### config.mk
export PLATFORM = sky130hd
export DESIGN_NAME = uif_core
export DESIGN_NICKNAME = d
export VERILOG_FILES = /design/src/logic/uif_pkg.sv /design/src/logic/uif_core.sv
export SDC_FILE = /design/constraint.sdc
export NUM_CORES = 1
export LEC_CHECK = 0
export BUFFER_PORTS_ARGS = -buffer_cell sky130_fd_sc_hd__clkbuf_2
export CORE_ASPECT_RATIO = 0.5
export CORE_UTILIZATION = 46
export CTS_CLUSTER_DIAMETER = 60
export CTS_CLUSTER_SIZE = 8
export DETAILED_ROUTE_END_ITERATION = 8
export MAX_ROUTING_LAYER = met4
export RECOVER_POWER = 50
export SLEW_MARGIN = 10
export SYNTH_ARGS = -nofsm -noshare
export SYNTH_HDL_FRONTEND = slang
export SYNTH_SLANG_ARGS = --single-unit
### constraint.sdc
create_clock -name pclk -period 3.7 [get_ports pclk]
set_input_delay 0.74 -clock pclk [delete_from_list [all_inputs] [get_ports pclk]]
set_output_delay 0.74 -clock pclk [all_outputs]
set_load 0.02 [all_outputs]
### src/logic/uif_pkg.sv
// Package of constants and carrier types for the uart interrupt and line format block
package uif_pkg;

	// Register word offsets (byte addresses on APB)
	localparam logic [4:0] OFS_DATA    = 5'h00;
	localparam logic [4:0] OFS_IEN     = 5'h04;
	localparam logic [4:0] OFS_IDENT   = 5'h08;
	localparam logic [4:0] OFS_LFC     = 5'h0c;
	localparam logic [4:0] OFS_MCTL    = 5'h10;
	localparam logic [4:0] OFS_LSTAT   = 5'h14;
	localparam logic [4:0] OFS_MSTAT   = 5'h18;
	localparam logic [4:0] OFS_SCRATCH = 5'h1c;

	// Field positions
	localparam int IEN_RXDATA  = 0;
	localparam int IEN_TXEMPTY = 1;
	localparam int IEN_LINE    = 2;
	localparam int IEN_MODEM   = 3;
	localparam int MC_OUT2     = 3;
	localparam int MC_LOOP     = 4;

	// Reset values
	localparam logic [7:0] IEN_RST  = 8'h00;
	localparam logic [7:0] LFC_RST  = 8'h00;
	localparam logic [7:0] MCTL_RST = 8'h00;
	localparam logic [7:0] DIV_RST  = 8'h01;

	// Ident codes
	localparam logic [2:0] ID_NONE    = 3'h1;
	localparam logic [2:0] ID_LINE    = 3'h6;
	localparam logic [2:0] ID_RXDATA  = 3'h4;
	localparam logic [2:0] ID_TXEMPTY = 3'h2;
	localparam logic [2:0] ID_MODEM   = 3'h0;

	// Serial timing: sixteen enable ticks per bit
	localparam logic [3:0] TICKS_LAST = 4'hf;
	localparam logic [3:0] TICKS_MID  = 4'h7;

	typedef enum logic [2:0] {TX_IDLE, TX_START, TX_DATA, TX_PAR, TX_STOP} uif_tx_t;
	typedef enum logic [2:0] {RX_IDLE, RX_START, RX_DATA, RX_PAR, RX_STOP} uif_rx_t;

	// Line format control fields
	typedef struct packed {
		logic       divisor_select_bit;
		logic       brk;
		logic       stick;
		logic       even;
		logic       par_en;
		logic       stop2;
		logic [1:0] wlen;
	} uif_lfc_t;

	// Modem input group
	typedef struct packed {
		logic cts;
		logic dsr;
		logic ri;
		logic dcd;
	} uif_modem_t;

	// Whole block state
	typedef struct packed {
		logic [7:0]  ien;
		uif_lfc_t    lfc;
		logic [7:0]  mctl;
		logic [7:0]  scratch;
		logic [15:0] divisor;
		logic [15:0] div_cnt;
		logic        tick;
		logic [7:0]  tx_holding_reg;
		logic        tx_holding_empty;
		uif_tx_t     tx_st;
		logic [7:0]  tx_shift;
		logic [2:0]  tx_bit;
		logic [3:0]  tx_tck;
		logic        tx_line;
		logic        tx_half;
		uif_rx_t     rx_st;
		logic [7:0]  rx_shift;
		logic [2:0]  rx_bit;
		logic [3:0]  rx_tck;
		logic        rx_par_acc;
		logic        rx_par_bad;
		logic [7:0]  rx_buffer_reg;
		logic        rx_ready;
		logic        overrun;
		logic        par_err;
		logic        frame_err;
		logic        brk_det;
		logic        brk_seen;
		logic        sin_s1;
		logic        sin_s2;
		uif_modem_t  mdm_s1;
		uif_modem_t  mdm_s2;
		logic [3:0]  mdm_delta;
		logic        tx_empty_irq;
		logic        ident_rd_pend;
		logic [31:0] prdata;
		logic        pready;
		logic        pslverr;
		logic        irq_output;
		logic        serial_output;
		logic        rts_n;
		logic        dtr_n;
	} uif_state_t;

endpackage : uif_pkg

### src/logic/uif_core.sv
// Interrupt control, line format and serial framing of the async comm element
module uif_core (
	input  wire logic               pclk,          // 40 MHz bus clock
	input  wire logic               presetn,       // Async reset, active low
	input  wire logic               psel,          // APB select
	input  wire logic               penable,       // APB access phase
	input  wire logic               pwrite,        // APB write
	input  wire logic [4:0]         paddr,         // APB byte address
	input  wire logic [31:0]        pwdata,        // APB write data
	output logic      [31:0]        prdata,        // APB read data
	output logic                    pready,        // APB ready
	output logic                    pslverr,       // APB error, unmapped address
	input  wire logic               serial_input,  // Serial receive line
	input  wire uif_pkg::uif_modem_t modem_in_n,   // Modem inputs, active low
	output logic                    serial_output, // Serial transmit line
	output logic                    rts_n,         // Request to send, active low
	output logic                    dtr_n,         // Terminal ready, active low
	output logic                    irq_output     // Interrupt, active high
);

	uif_pkg::uif_state_t s_ff, nxt_s;

	// Data bits minus one for a given word length code
	function automatic logic [2:0] last_bit(input logic [1:0] wl);
		last_bit = {1'b1, wl};
	endfunction : last_bit

	// Parity bit to send or expect over the collected data
	function automatic logic par_bit(input uif_pkg::uif_lfc_t f, input logic xr);
		if (f.stick)
			par_bit = ~f.even;
		else
			par_bit = f.even ? xr : ~xr;
	endfunction : par_bit

	logic        acc;
	logic        rd;
	logic        wr;
	logic        known;
	logic [7:0]  rdat;
	logic [3:0]  pend;
	logic [2:0]  code;
	logic        rx_in;
	logic [3:0]  mdm_now;
	logic [3:0]  mdm_old;

	always_comb begin
		acc = psel & penable;
		rd = acc & ~pwrite;
		wr = acc & pwrite;
	end

	// Main next-state logic
	always_comb begin
		nxt_s = s_ff;
		nxt_s.tick = 1'b0;
		nxt_s.pready = 1'b0;
		nxt_s.pslverr = 1'b0;
		known = 1'b1;
		rdat = 8'h00;

		// Loopback routes the transmitter into the receiver
		rx_in = s_ff.mctl[uif_pkg::MC_LOOP] ? s_ff.tx_line : s_ff.sin_s2;
		if (s_ff.mctl[uif_pkg::MC_LOOP]) begin
			mdm_now = {s_ff.mctl[1], s_ff.mctl[0], s_ff.mctl[2], s_ff.mctl[3]};
		end else begin
			mdm_now = ~s_ff.mdm_s2;
		end
		mdm_old = ~s_ff.mdm_s1;
		nxt_s.sin_s1 = serial_input;
		nxt_s.sin_s2 = s_ff.sin_s1;
		nxt_s.mdm_s1 = modem_in_n;
		nxt_s.mdm_s2 = s_ff.mdm_s1;

		// Baud divider makes one tick per sixteenth of a bit
		if (s_ff.div_cnt == 16'h0000) begin
			nxt_s.div_cnt = s_ff.divisor - 16'h0001;
			nxt_s.tick = 1'b1;
		end else begin
			nxt_s.div_cnt = s_ff.div_cnt - 16'h0001;
		end

		// Transmitter; it keeps running during break
		if (s_ff.tick) begin
			case (s_ff.tx_st)
				uif_pkg::TX_IDLE: begin
					nxt_s.tx_line = 1'b1;
					if (!s_ff.tx_holding_empty) begin
						nxt_s.tx_shift = s_ff.tx_holding_reg;
						nxt_s.tx_holding_empty = 1'b1;
						nxt_s.tx_empty_irq = 1'b1;
						nxt_s.tx_st = uif_pkg::TX_START;
						nxt_s.tx_tck = 4'h0;
						nxt_s.tx_line = 1'b0;
					end
				end
				uif_pkg::TX_START: begin
					nxt_s.tx_tck = s_ff.tx_tck + 4'h1;
					if (s_ff.tx_tck == uif_pkg::TICKS_LAST) begin
						nxt_s.tx_st = uif_pkg::TX_DATA;
						nxt_s.tx_bit = 3'h0;
						nxt_s.tx_line = s_ff.tx_shift[0];
					end
				end
				uif_pkg::TX_DATA: begin
					nxt_s.tx_tck = s_ff.tx_tck + 4'h1;
					if (s_ff.tx_tck == uif_pkg::TICKS_LAST) begin
						if (s_ff.tx_bit == last_bit(s_ff.lfc.wlen)) begin
							if (s_ff.lfc.par_en) begin
								nxt_s.tx_st = uif_pkg::TX_PAR;
								nxt_s.tx_line = par_bit(s_ff.lfc, ^(s_ff.tx_shift &
									(8'hff >> (3'h7 - last_bit(s_ff.lfc.wlen)))));
							end else begin
								nxt_s.tx_st = uif_pkg::TX_STOP;
								nxt_s.tx_line = 1'b1;
							end
							nxt_s.tx_half = 1'b0;
						end else begin
							nxt_s.tx_bit = s_ff.tx_bit + 3'h1;
							nxt_s.tx_line = s_ff.tx_shift[s_ff.tx_bit + 3'h1];
						end
					end
				end
				uif_pkg::TX_PAR: begin
					nxt_s.tx_tck = s_ff.tx_tck + 4'h1;
					if (s_ff.tx_tck == uif_pkg::TICKS_LAST) begin
						nxt_s.tx_st = uif_pkg::TX_STOP;
						nxt_s.tx_line = 1'b1;
					end
				end
				uif_pkg::TX_STOP: begin
					nxt_s.tx_tck = s_ff.tx_tck + 4'h1;
					// Second stop is full, or half for five-bit words
					if (s_ff.tx_tck == uif_pkg::TICKS_LAST ||
						(s_ff.tx_half && s_ff.lfc.wlen == 2'b00 &&
						 s_ff.tx_tck == uif_pkg::TICKS_MID)) begin
						if (s_ff.lfc.stop2 && !s_ff.tx_half) begin
							nxt_s.tx_half = 1'b1;
							nxt_s.tx_tck = 4'h0;
						end else begin
							nxt_s.tx_st = uif_pkg::TX_IDLE;
						end
					end
				end
				default: nxt_s.tx_st = uif_pkg::TX_IDLE;
			endcase
		end

		// Ident read clears tx empty only if it was reported then
		if (s_ff.ident_rd_pend) begin
			nxt_s.ident_rd_pend = 1'b0;
		end

		// APB access; one wait state, answer on the second access cycle
		if (acc && !s_ff.pready) begin
			nxt_s.pready = 1'b1;
			case (paddr)
				uif_pkg::OFS_DATA: begin
					if (s_ff.lfc.divisor_select_bit) begin
						rdat = s_ff.divisor[7:0];
						if (wr) nxt_s.divisor[7:0] = pwdata[7:0];
					end else if (wr) begin
						nxt_s.tx_holding_reg = pwdata[7:0];
						nxt_s.tx_holding_empty = 1'b0;
						nxt_s.tx_empty_irq = 1'b0;
					end else begin
						rdat = s_ff.rx_buffer_reg;
						nxt_s.rx_ready = 1'b0;
					end
				end
				uif_pkg::OFS_IEN: begin
					if (s_ff.lfc.divisor_select_bit) begin
						rdat = s_ff.divisor[15:8];
						if (wr) nxt_s.divisor[15:8] = pwdata[7:0];
					end else begin
						rdat = {4'h0, s_ff.ien[3:0]};
						if (wr) nxt_s.ien = {4'h0, pwdata[3:0]};
					end
				end
				uif_pkg::OFS_IDENT: begin
					rdat = {5'h00, code};
					if (rd && code == uif_pkg::ID_TXEMPTY)
						nxt_s.tx_empty_irq = 1'b0;
				end
				uif_pkg::OFS_LFC: begin
					rdat = s_ff.lfc;
					if (wr) nxt_s.lfc = pwdata[7:0];
				end
				uif_pkg::OFS_MCTL: begin
					rdat = {3'h0, s_ff.mctl[4:0]};
					if (wr) nxt_s.mctl = {3'h0, pwdata[4:0]};
				end
				uif_pkg::OFS_LSTAT: begin
					rdat = {1'b0, s_ff.tx_holding_empty & (s_ff.tx_st == uif_pkg::TX_IDLE),
						s_ff.tx_holding_empty, s_ff.brk_det, s_ff.frame_err,
						s_ff.par_err, s_ff.overrun, s_ff.rx_ready};
					if (rd) begin
						nxt_s.overrun = 1'b0;
						nxt_s.par_err = 1'b0;
						nxt_s.frame_err = 1'b0;
						nxt_s.brk_det = 1'b0;
					end
				end
				uif_pkg::OFS_MSTAT: begin
					rdat = {mdm_now[0], mdm_now[1], mdm_now[2], mdm_now[3], s_ff.mdm_delta};
					if (rd) nxt_s.mdm_delta = 4'h0;
				end
				uif_pkg::OFS_SCRATCH: begin
					rdat = s_ff.scratch;
					if (wr) nxt_s.scratch = pwdata[7:0];
				end
				default: begin
					known = 1'b0;
					nxt_s.pslverr = 1'b1;
				end
			endcase
			if (!pwrite) nxt_s.prdata = {24'h000000, rdat};
			if (!known) nxt_s.prdata = 32'h00000000;
		end

		// Modem deltas after the bus access, so a new change beats a clearing read
		if (!s_ff.mctl[uif_pkg::MC_LOOP]) begin
			if (mdm_old[3] != mdm_now[3]) nxt_s.mdm_delta[0] = 1'b1;
			if (mdm_old[2] != mdm_now[2]) nxt_s.mdm_delta[1] = 1'b1;
			if (!mdm_old[1] && mdm_now[1]) nxt_s.mdm_delta[2] = 1'b1;
			if (mdm_old[0] != mdm_now[0]) nxt_s.mdm_delta[3] = 1'b1;
		end

		// Receiver after the bus access too: a finished character wins over a read
		if (s_ff.tick) begin
			case (s_ff.rx_st)
				uif_pkg::RX_IDLE: begin
					if (!rx_in) begin
						nxt_s.rx_st = uif_pkg::RX_START;
						nxt_s.rx_tck = 4'h0;
					end
				end
				uif_pkg::RX_START: begin
					nxt_s.rx_tck = s_ff.rx_tck + 4'h1;
					if (s_ff.rx_tck == uif_pkg::TICKS_MID) begin
						if (rx_in) begin
							nxt_s.rx_st = uif_pkg::RX_IDLE;   // Glitch, not a start bit
						end else begin
							nxt_s.rx_st = uif_pkg::RX_DATA;
							nxt_s.rx_tck = 4'h0;
							nxt_s.rx_bit = 3'h0;
							nxt_s.rx_shift = 8'h00;
							nxt_s.brk_seen = 1'b1;
						end
					end
				end
				uif_pkg::RX_DATA: begin
					nxt_s.rx_tck = s_ff.rx_tck + 4'h1;
					if (s_ff.rx_tck == uif_pkg::TICKS_LAST) begin
						nxt_s.rx_shift[s_ff.rx_bit] = rx_in;
						if (rx_in) nxt_s.brk_seen = 1'b0;
						if (s_ff.rx_bit == last_bit(s_ff.lfc.wlen)) begin
							nxt_s.rx_st = s_ff.lfc.par_en ? uif_pkg::RX_PAR : uif_pkg::RX_STOP;
							nxt_s.rx_par_bad = 1'b0;
						end
						nxt_s.rx_bit = s_ff.rx_bit + 3'h1;
					end
				end
				uif_pkg::RX_PAR: begin
					nxt_s.rx_tck = s_ff.rx_tck + 4'h1;
					if (s_ff.rx_tck == uif_pkg::TICKS_LAST) begin
						nxt_s.rx_par_bad = (rx_in != par_bit(s_ff.lfc, ^s_ff.rx_shift));
						if (rx_in) nxt_s.brk_seen = 1'b0;
						nxt_s.rx_st = uif_pkg::RX_STOP;
					end
				end
				uif_pkg::RX_STOP: begin
					nxt_s.rx_tck = s_ff.rx_tck + 4'h1;
					if (s_ff.rx_tck == uif_pkg::TICKS_LAST) begin
						nxt_s.rx_st = uif_pkg::RX_IDLE;
						// A buffer read in this same cycle is no overrun
						if (nxt_s.rx_ready) nxt_s.overrun = 1'b1;
						nxt_s.rx_buffer_reg = s_ff.rx_shift;
						nxt_s.rx_ready = 1'b1;
						if (s_ff.rx_par_bad) nxt_s.par_err = 1'b1;
						if (!rx_in) nxt_s.frame_err = 1'b1;
						if (!rx_in && s_ff.brk_seen) nxt_s.brk_det = 1'b1;
					end
				end
				default: nxt_s.rx_st = uif_pkg::RX_IDLE;
			endcase
		end

		// Outputs: break forces space, loopback forces mark even over break and idles modem pins
		nxt_s.serial_output = s_ff.mctl[uif_pkg::MC_LOOP] ? 1'b1 :
			(s_ff.lfc.brk ? 1'b0 : s_ff.tx_line);
		nxt_s.rts_n = s_ff.mctl[uif_pkg::MC_LOOP] | ~s_ff.mctl[1];
		nxt_s.dtr_n = s_ff.mctl[uif_pkg::MC_LOOP] | ~s_ff.mctl[0];
		// Gated by output-2, and held low in loopback whatever output-2 says
		nxt_s.irq_output = (code != uif_pkg::ID_NONE) &
			(s_ff.mctl[uif_pkg::MC_OUT2] & ~s_ff.mctl[uif_pkg::MC_LOOP]);
	end

	// Pending sources gated by enables, then prioritised
	always_comb begin
		pend[0] = s_ff.ien[uif_pkg::IEN_LINE] &
			(s_ff.overrun | s_ff.par_err | s_ff.frame_err | s_ff.brk_det);
		pend[1] = s_ff.ien[uif_pkg::IEN_RXDATA] & s_ff.rx_ready;
		pend[2] = s_ff.ien[uif_pkg::IEN_TXEMPTY] & s_ff.tx_empty_irq;
		pend[3] = s_ff.ien[uif_pkg::IEN_MODEM] & (|s_ff.mdm_delta);
		if (pend[0])
			code = uif_pkg::ID_LINE;
		else if (pend[1])
			code = uif_pkg::ID_RXDATA;
		else if (pend[2])
			code = uif_pkg::ID_TXEMPTY;
		else if (pend[3])
			code = uif_pkg::ID_MODEM;
		else
			code = uif_pkg::ID_NONE;
	end

	// State register
	always_ff @(posedge pclk or negedge presetn) begin
		if (!presetn) begin
			s_ff <= '0;
			s_ff.ien <= uif_pkg::IEN_RST;
			s_ff.lfc <= uif_pkg::LFC_RST;
			s_ff.mctl <= uif_pkg::MCTL_RST;
			s_ff.divisor <= {8'h00, uif_pkg::DIV_RST};
			s_ff.tx_holding_empty <= 1'b1;
			s_ff.tx_line <= 1'b1;
			s_ff.serial_output <= 1'b1;
			s_ff.rts_n <= 1'b1;
			s_ff.dtr_n <= 1'b1;
			s_ff.sin_s1 <= 1'b1;
			s_ff.sin_s2 <= 1'b1;
			s_ff.mdm_s1 <= 4'hf;
			s_ff.mdm_s2 <= 4'hf;
		end else begin
			s_ff <= nxt_s;
		end
	end

	// Ports from flip-flops
	always_comb begin
		prdata = s_ff.prdata;
		pready = s_ff.pready;
		pslverr = s_ff.pslverr;
		serial_output = s_ff.serial_output;
		rts_n = s_ff.rts_n;
		dtr_n = s_ff.dtr_n;
		irq_output = s_ff.irq_output;
	end

endmodule : uif_core

==> results of run 1 <==
-- metal layers --
| metal | vias up | track usage, % |
|---|---|---|
| met5 | - | - |
| met4 | 0 | 5.35 |
| met3 | 16 | 4.76 |
| met2 | 189 | 35.1 |
| met1 | 2975 | 34.4 |
| li1 | 2770 | - |
-- worst paths after layout --
kind | depth (start not counted) | slack, ps | to
min | 0 | 370 | s_ff[45]
max in group asynchronous | 1 | 840 | prdata[6]
max | 12 | 430 | s_ff[130]
min in group asynchronous | 1 | 1300 | s_ff[91]
min reg2reg | 0 | 370 | s_ff[45]
max reg2reg | 12 | 430 | s_ff[130]
-- registers in the layout, indices dropped and copies added, names as in the netlist --
register / flops
nxt_s: 5
pslverr: 1
rts_n: 1
pready: 1
s_ff: 130
dtr_n: 1
prdata: 8
irq_output: 1
serial_output: 1
-- placed cells by master, fill, tap and decap left out, drive strengths merged, types with 18 or more instances in the layout --
master,n
nor3,21
dfrtp,133
nand2,75
inv,23
conb,24
clkbuf,57
o21ai,47
a22oi,20
nand3,18
a21oi,27
xnor2,27
mux2,72
nor2,54
-- cell usage after synthesis, types with 5 or more instances --
| cell | instances | area share, % |
|---|---|---|
| nand3b_1 | 5 | 0.47 |
| a221oi_1 | 5 | 0.55 |
| nand2b_1 | 10 | 0.79 |
| dfrtp_1 | 133 | 42 |
| nor2b_1 | 7 | 0.55 |
| o21ai_1 | 8 | 0.51 |
| ha_1 | 5 | 0.79 |
| o211ai_1 | 7 | 0.66 |
| a31oi_1 | 6 | 0.47 |
| nor3_1 | 19 | 1.2 |
| o21ai_0 | 39 | 2.5 |
| nand2_1 | 75 | 3.6 |
| o31ai_1 | 7 | 0.66 |
| inv_1 | 16 | 0.76 |
| clkbuf_1 | 23 | 1.1 |
| mux2_2 | 67 | 9.5 |
| a22oi_1 | 20 | 1.9 |
| mux2_1 | 5 | 0.71 |
| nand3_1 | 18 | 1.1 |
| o41ai_1 | 6 | 0.66 |
| dfstp_2 | 16 | 5.3 |
| a21o_1 | 6 | 0.57 |
| a22o_1 | 5 | 0.55 |
| xnor2_1 | 27 | 3.0 |
| and3_1 | 8 | 0.63 |
| a32o_1 | 9 | 1.1 |
| xor2_1 | 6 | 0.66 |
| buf_4 | 33 | 3.1 |
| a21oi_1 | 27 | 1.7 |
| nor2_1 | 53 | 2.5 |
-- worst max-delay path: stages (launching register included) --
cell       delay [ps]
dfrtp_1           450
or3_1             230
nor2_1             80
nand3_1           270
inv_2              90
a21oi_1           210
ha_1              210
nand2b_1          150
or3_1             390
a2111oi_4         460
nand2_1           130
a2111oi_0         360
o21bai_1          160
-- logic make-up after synthesis --
kind of cell / share of synthesized area (%)
AO/OA/AOI/OAI: 15.3
AND/OR/NAND/NOR: 15.7
adder cells (fa/ha/maj): 0.918
flip-flops: 47.4
multiplexers: 11.2
XOR/XNOR: 3.94
buffers and inverters: 5.46
other: 0.0474
-- layout make-up --
| cell class | instances | area, µm² |
|---|---|---|
| flip-flops and latches | 149 | 3750 |
| clock buffers | 21 | 503 |
| repair buffers | 44 | 251 |
| clock inverters | 11 | 100 |
| well taps | 227 | 284 |
| fillers | 1505 | 7820 |
| multi-input cells | 555 | 3820 |
| inverters | 17 | 63.8 |
-- metrics by stage --
stage | cell area [µm²] | utilization [%] | setup WS, ps
floorplan | 7990 | - | 594
global placement | 8170 | 49.2 | 444
detailed placement | 8170 | 49.2 | 323
CTS | 8770 | 52.8 | 318
global route | 8780 | 52.9 | 81.8
finish | 8780 | 52.9 | 428
-- power groups by stage --
stage / Combinational, W / Sequential (W) / Clock [W]
floorplan: 0.000299 / 0.00183 / 0
global placement: 0.000384 / 0.00186 / 0
detailed placement: 0.000391 / 0.00186 / 0
CTS: 0.000392 / 0.00184 / 0.00178
global route: 0.000429 / 0.00186 / 0.00186
finish: 0.000387 / 0.00184 / 0.00176
-- repair_timing --
| action | 4_1_cts | 5_1_grt |
|---|---|---|
| hold endpoints to repair | 0 | 0 |
| resized for setup | 0 | 1 |
| setup endpoints to repair | 0 | 1 |
| buffers inserted | 0 | 0 |
==> flow_summary.toml, run 1 <==
[synth]
synth.distinct_cells = 73
ys.warnings.count = 0
yosysSeqAreaShare_pct = 47.4
synth.cell_area_mm2 = 0.00791
syn_avg_cell_area_um2 = 10.4
synth-edff-count = 0
ys_ff_latch = 149
synthCells = 760
synth_ff_type = "dfrtp_1"
synthArstFlopShare_pct = 100

[clock_tree]
path_clk_slew_ps = 70
h-tree-depth = 4
cts.path.max_buffers = 2
postCtsHoldBufs = 0
cts_sinks = 149
cts_tree = "done"
cts_made_buffers = 17
cts-root-buf = "clkbuf_16"
insertion_delay_ps = 420

[route]
drcViolationCount = 0
drt-met1-wl_um = 9840
ant_nets = 0
num_vias = 5950
routedWlPerCell_um = 19.4
met3_wirelength_um = 1120
wl_met2_um = 8660
wl_um = 19800
viasPerCell = 5.81
dr.pass1.iters = 5
top_layer = "met4"
drt_iter0_markers = 388

[critical_path]
critPathRequiredTime_ps = 4040
worstPathArrival_ps = 3620
crit_path_end_kind = "flop"
r2r-start = "s_ff[121]"
start_kind = "flop"
path_class = "flop to flop"
path_max_fanout = 8
crit_path_start = "s_ff[121]"

[pwr]
cellInternalPower_w = 0.00287
pwr-share-clk_pct = 44.2
seqPwrFrac_pct = 46.1
switching_share_pct = 28.2
cellPowerDensity_mw_per_mm2 = 455
total_power_w = 0.00399
ir_drop_mv = 0.352
p_leak_nw = 3.89
combPwrFrac_pct = 9.7
power.net_switching_w = 0.00112

[place]
gp_congestion = 0.925
hpwlAfterDp_um = 14000
post-place-cells = 992
numPortBuffers = 36

[global_route]
grt-ovfl-total = 0
grt_max_degree = 93
grt_pass1_vias = 5553
antenna_found_initial = 0
grt_first_pass_wirelength_um = 31500
grt_use_total_pct = 24.0

[sta]
min_period_ps = 3270
min_period_over_period_pct = 88.4
setup_viol = 0
finalHoldViolCount = 0
tightest_slew_ps = 2680
fmax_mhz = 306
slew_viol_final = 58
tns_ps = 0
relSlewSlack_pct = -78.7
hold_ws_ps = 373
grt_setup_unrepaired = "no"
skew_ps = 11.3

[die]
die_width_um = 187
start_util_pct = 47.6
core_mm2 = 0.0166
row_count = 33
ioPinCount = 85
die_area_mm2 = 0.0177
fp.dieH_um = 94.7

[status]
violations = "max-capacitance violations, max-slew violations"
status = "finished with violations"

[flow_run]
cap_violations = 1

[layout]
drive_above_1_share_pct = 21.2
n_antenna_cell = 0
layout.cells.non_filler = 1024
fin_nets = 836
synthToLayoutAreaGrowth_pct = 11.0

[hold_path]
hp-start = "nxt_s[45]"
min_path_type = "flop to flop"
No activity file was read; power rests on OpenSTA's default activity.
==> run 2, diff against run 1 <==
--- a/config.mk
+++ b/config.mk
@@ -8,9 +8,11 @@
 export BUFFER_PORTS_ARGS = -buffer_cell sky130_fd_sc_hd__clkbuf_2
 export CORE_ASPECT_RATIO = 0.5
 export CORE_UTILIZATION = 46
+export CTS_BUF_LIST = sky130_fd_sc_hd__clkbuf_16
 export CTS_CLUSTER_DIAMETER = 60
 export CTS_CLUSTER_SIZE = 8
 export DETAILED_ROUTE_END_ITERATION = 8
+export GPL_ROUTABILITY_DRIVEN = 0
 export MAX_ROUTING_LAYER = met4
 export RECOVER_POWER = 50
 export SLEW_MARGIN = 10
==> constraint.sdc (replaced) <==
create_clock -name pclk -period 3.7 [get_ports pclk]
set_input_delay 0.925 -clock pclk [delete_from_list [all_inputs] [get_ports pclk]]
set_output_delay 0.925 -clock pclk [all_outputs]
set_load 0.02 [all_outputs]
==> run 2 against run 1 <==
  * The flow still finishes with violations (max-capacitance violations, max-slew violations)
  * Core utilization fell by 0.20 points
  * Routed wire length rose by 0.57%
  * Combinational power barely moved
  * Register-to-register slack improved by 180 ps
  * Design area fell by 0.39%
  * Critical path depth did not move
  * Worst setup slack improved by 180 ps
  * Critical path type unchanged
  * Critical endpoint unchanged
==> flow_summary.toml, run 2 (synthesized netlist as in run 1, its figures left out) <==
[route]
routedWlPerCell_um = 19.4
wl_um = 19900
num_vias = 5986
ant_nets = 0
drcViolationCount = 0
drt_iter0_markers = 445
dr.pass1.iters = 4
viasPerCell = 5.84

[place]
numPortBuffers = 36
hpwlAfterDp_um = 13900

[flow_run]
cap_violations = 1

[hold_path]
hp-start = "nxt_s[52]"
min_path_type = "flop to flop"

[sta]
relSlewSlack_pct = -62.5
hold_ws_ps = 357
min_period_ps = 3090
tightest_slew_ps = 2440
setup_viol = 0
finalHoldViolCount = 0
fmax_mhz = 324
skew_ps = 9.24
grt_setup_unrepaired = "no"
min_period_over_period_pct = 83.5
tns_ps = 0
slew_viol_final = 52

[layout]
multi_input_area_mm2 = 0.00381
register_area_mm2 = 0.00375
drive_above_1_share_pct = 21.4
synthToLayoutAreaGrowth_pct = 10.6
fin_nets = 837
layout_commonest_cell = "dfrtp_1"
mostFrequentLayoutCells = "dfrtp_1, nand2_1, mux2_2"
n_antenna_cell = 0
fill_cells = 1512
utilization_pct = 52.7
largest_reg_flops = 130
top_register = "s_ff"

[pwr]
ir_drop_mv = 0.297
cellPowerDensity_mw_per_mm2 = 450
p_leak_nw = 3.87
total_power_w = 0.00393

[global_route]
grt-ovfl-total = 0
antenna_found_initial = 1
grt_pass1_vias = 5592
grt_max_degree = 72
grt_use_total_pct = 24.4
grt_first_pass_wirelength_um = 31700

[clock_tree]
postCtsHoldBufs = 0
cts_tree = "done"
ctsResizeCount = 0
cts_setup_buffers = 0
h-tree-depth = 4
cts_made_buffers = 17
insertion_delay_ps = 430
path_clk_slew_ps = 60
cts-root-buf = "clkbuf_16"
cts.path.max_buffers = 2
cts_sinks = 149

[critical_path]
critPathRequiredTime_ps = 4040
r2r_slack_ps = 610
crit_path_end_kind = "flop"
cp_slowest_cell = "dfrtp_1"
path_class = "flop to flop"
cp_num_buf_inv = 1
cp_cell_sequence = "or3_1 -> nor2_1 -> nand3_1 -> inv_2 -> a21oi_1 -> ha_1 -> nand2b_1 -> or3_1 -> a2111oi_2 -> nand2_1 -> a2111oi_0 -> o21bai_1"
path_max_fanout = 8
start_kind = "flop"
cp_common_cell = "or3_1"
critical-path-max-stage-delay_ps = 460
crit_family = "compound AO/OA/AOI/OAI gates"
r2r-start = "s_ff[121]"
crit_path_start = "s_ff[121]"
worstPathArrival_ps = 3430

[die]
fp.dieH_um = 94.7
row_count = 33
core_mm2 = 0.0166
die_width_um = 187
start_util_pct = 47.6
die_area_mm2 = 0.0177
ioPinCount = 85

[status]
status = "finished with violations"
violations = "max-capacitance violations, max-slew violations"
-- run 2: changes by cell type in the layout (fill, tap and decap cells not counted), moves of 2 or more --
cell | previous run | this run
clkinvlp_4 | 1 | 4
clkbuf_8 | 2 | 0
buf_4 | 6 | 8
clkbuf_16 | 19 | 17
-- run 2: final cells by class --
cell class / count / area share [%]
multi-input cells: 555 / 43.6
repair buffers: 45 / 3.01
inverters: 17 / 0.730
clock inverters: 15 / 1.66
flip-flops and latches: 149 / 42.9
well taps: 227 / 3.25
clock buffers: 17 / 4.87
-- run 2: final timing paths --
check,endpoint,depth (start not counted)
max reg2reg,s_ff[130],12
max,s_ff[130],12
min in group asynchronous,s_ff[91],1
min reg2reg,s_ff[52],0
max in group asynchronous,prdata[5],2
min,s_ff[52],0
-- run 2: power breakdown --
| group | switching (W) | internal (W) |
|---|---|---|
| registers | 0.000119 | 0.00172 |
| logic | 0.000240 | 0.000146 |
| clock network | 0.000763 | 0.000941 |
| total | 0.00112 | 0.00281 |
-- run 2: through the flow --
step                      setup WS [ps]  instances  cell area, µm²
after floorplan                     594        783            7990
after global placement              679        993            8180
after detailed placement            646        993            8180
after CTS                           612       1025            8750
after global routing                320       1025            8740
final                               611       1025            8740
-- run 2: worst reg2reg max path, stage by stage (launching register included) --
cell and delay (ps):
dfrtp_1 460, or3_1 230, nor2_1 70, nand3_1 130
inv_2 60, a21oi_1 200, ha_1 210, nand2b_1 150
or3_1 370, a2111oi_2 460, nand2_1 130, a2111oi_0 360
o21bai_1 170
-- run 2: per-layer routing --
metal | GRT usage, % | routed length (µm)
met1 | 35.1 | 9870
met4 | 6.84 | 286
met5 | - | 0
met3 | 4.46 | 1040
met2 | 35.1 | 8730
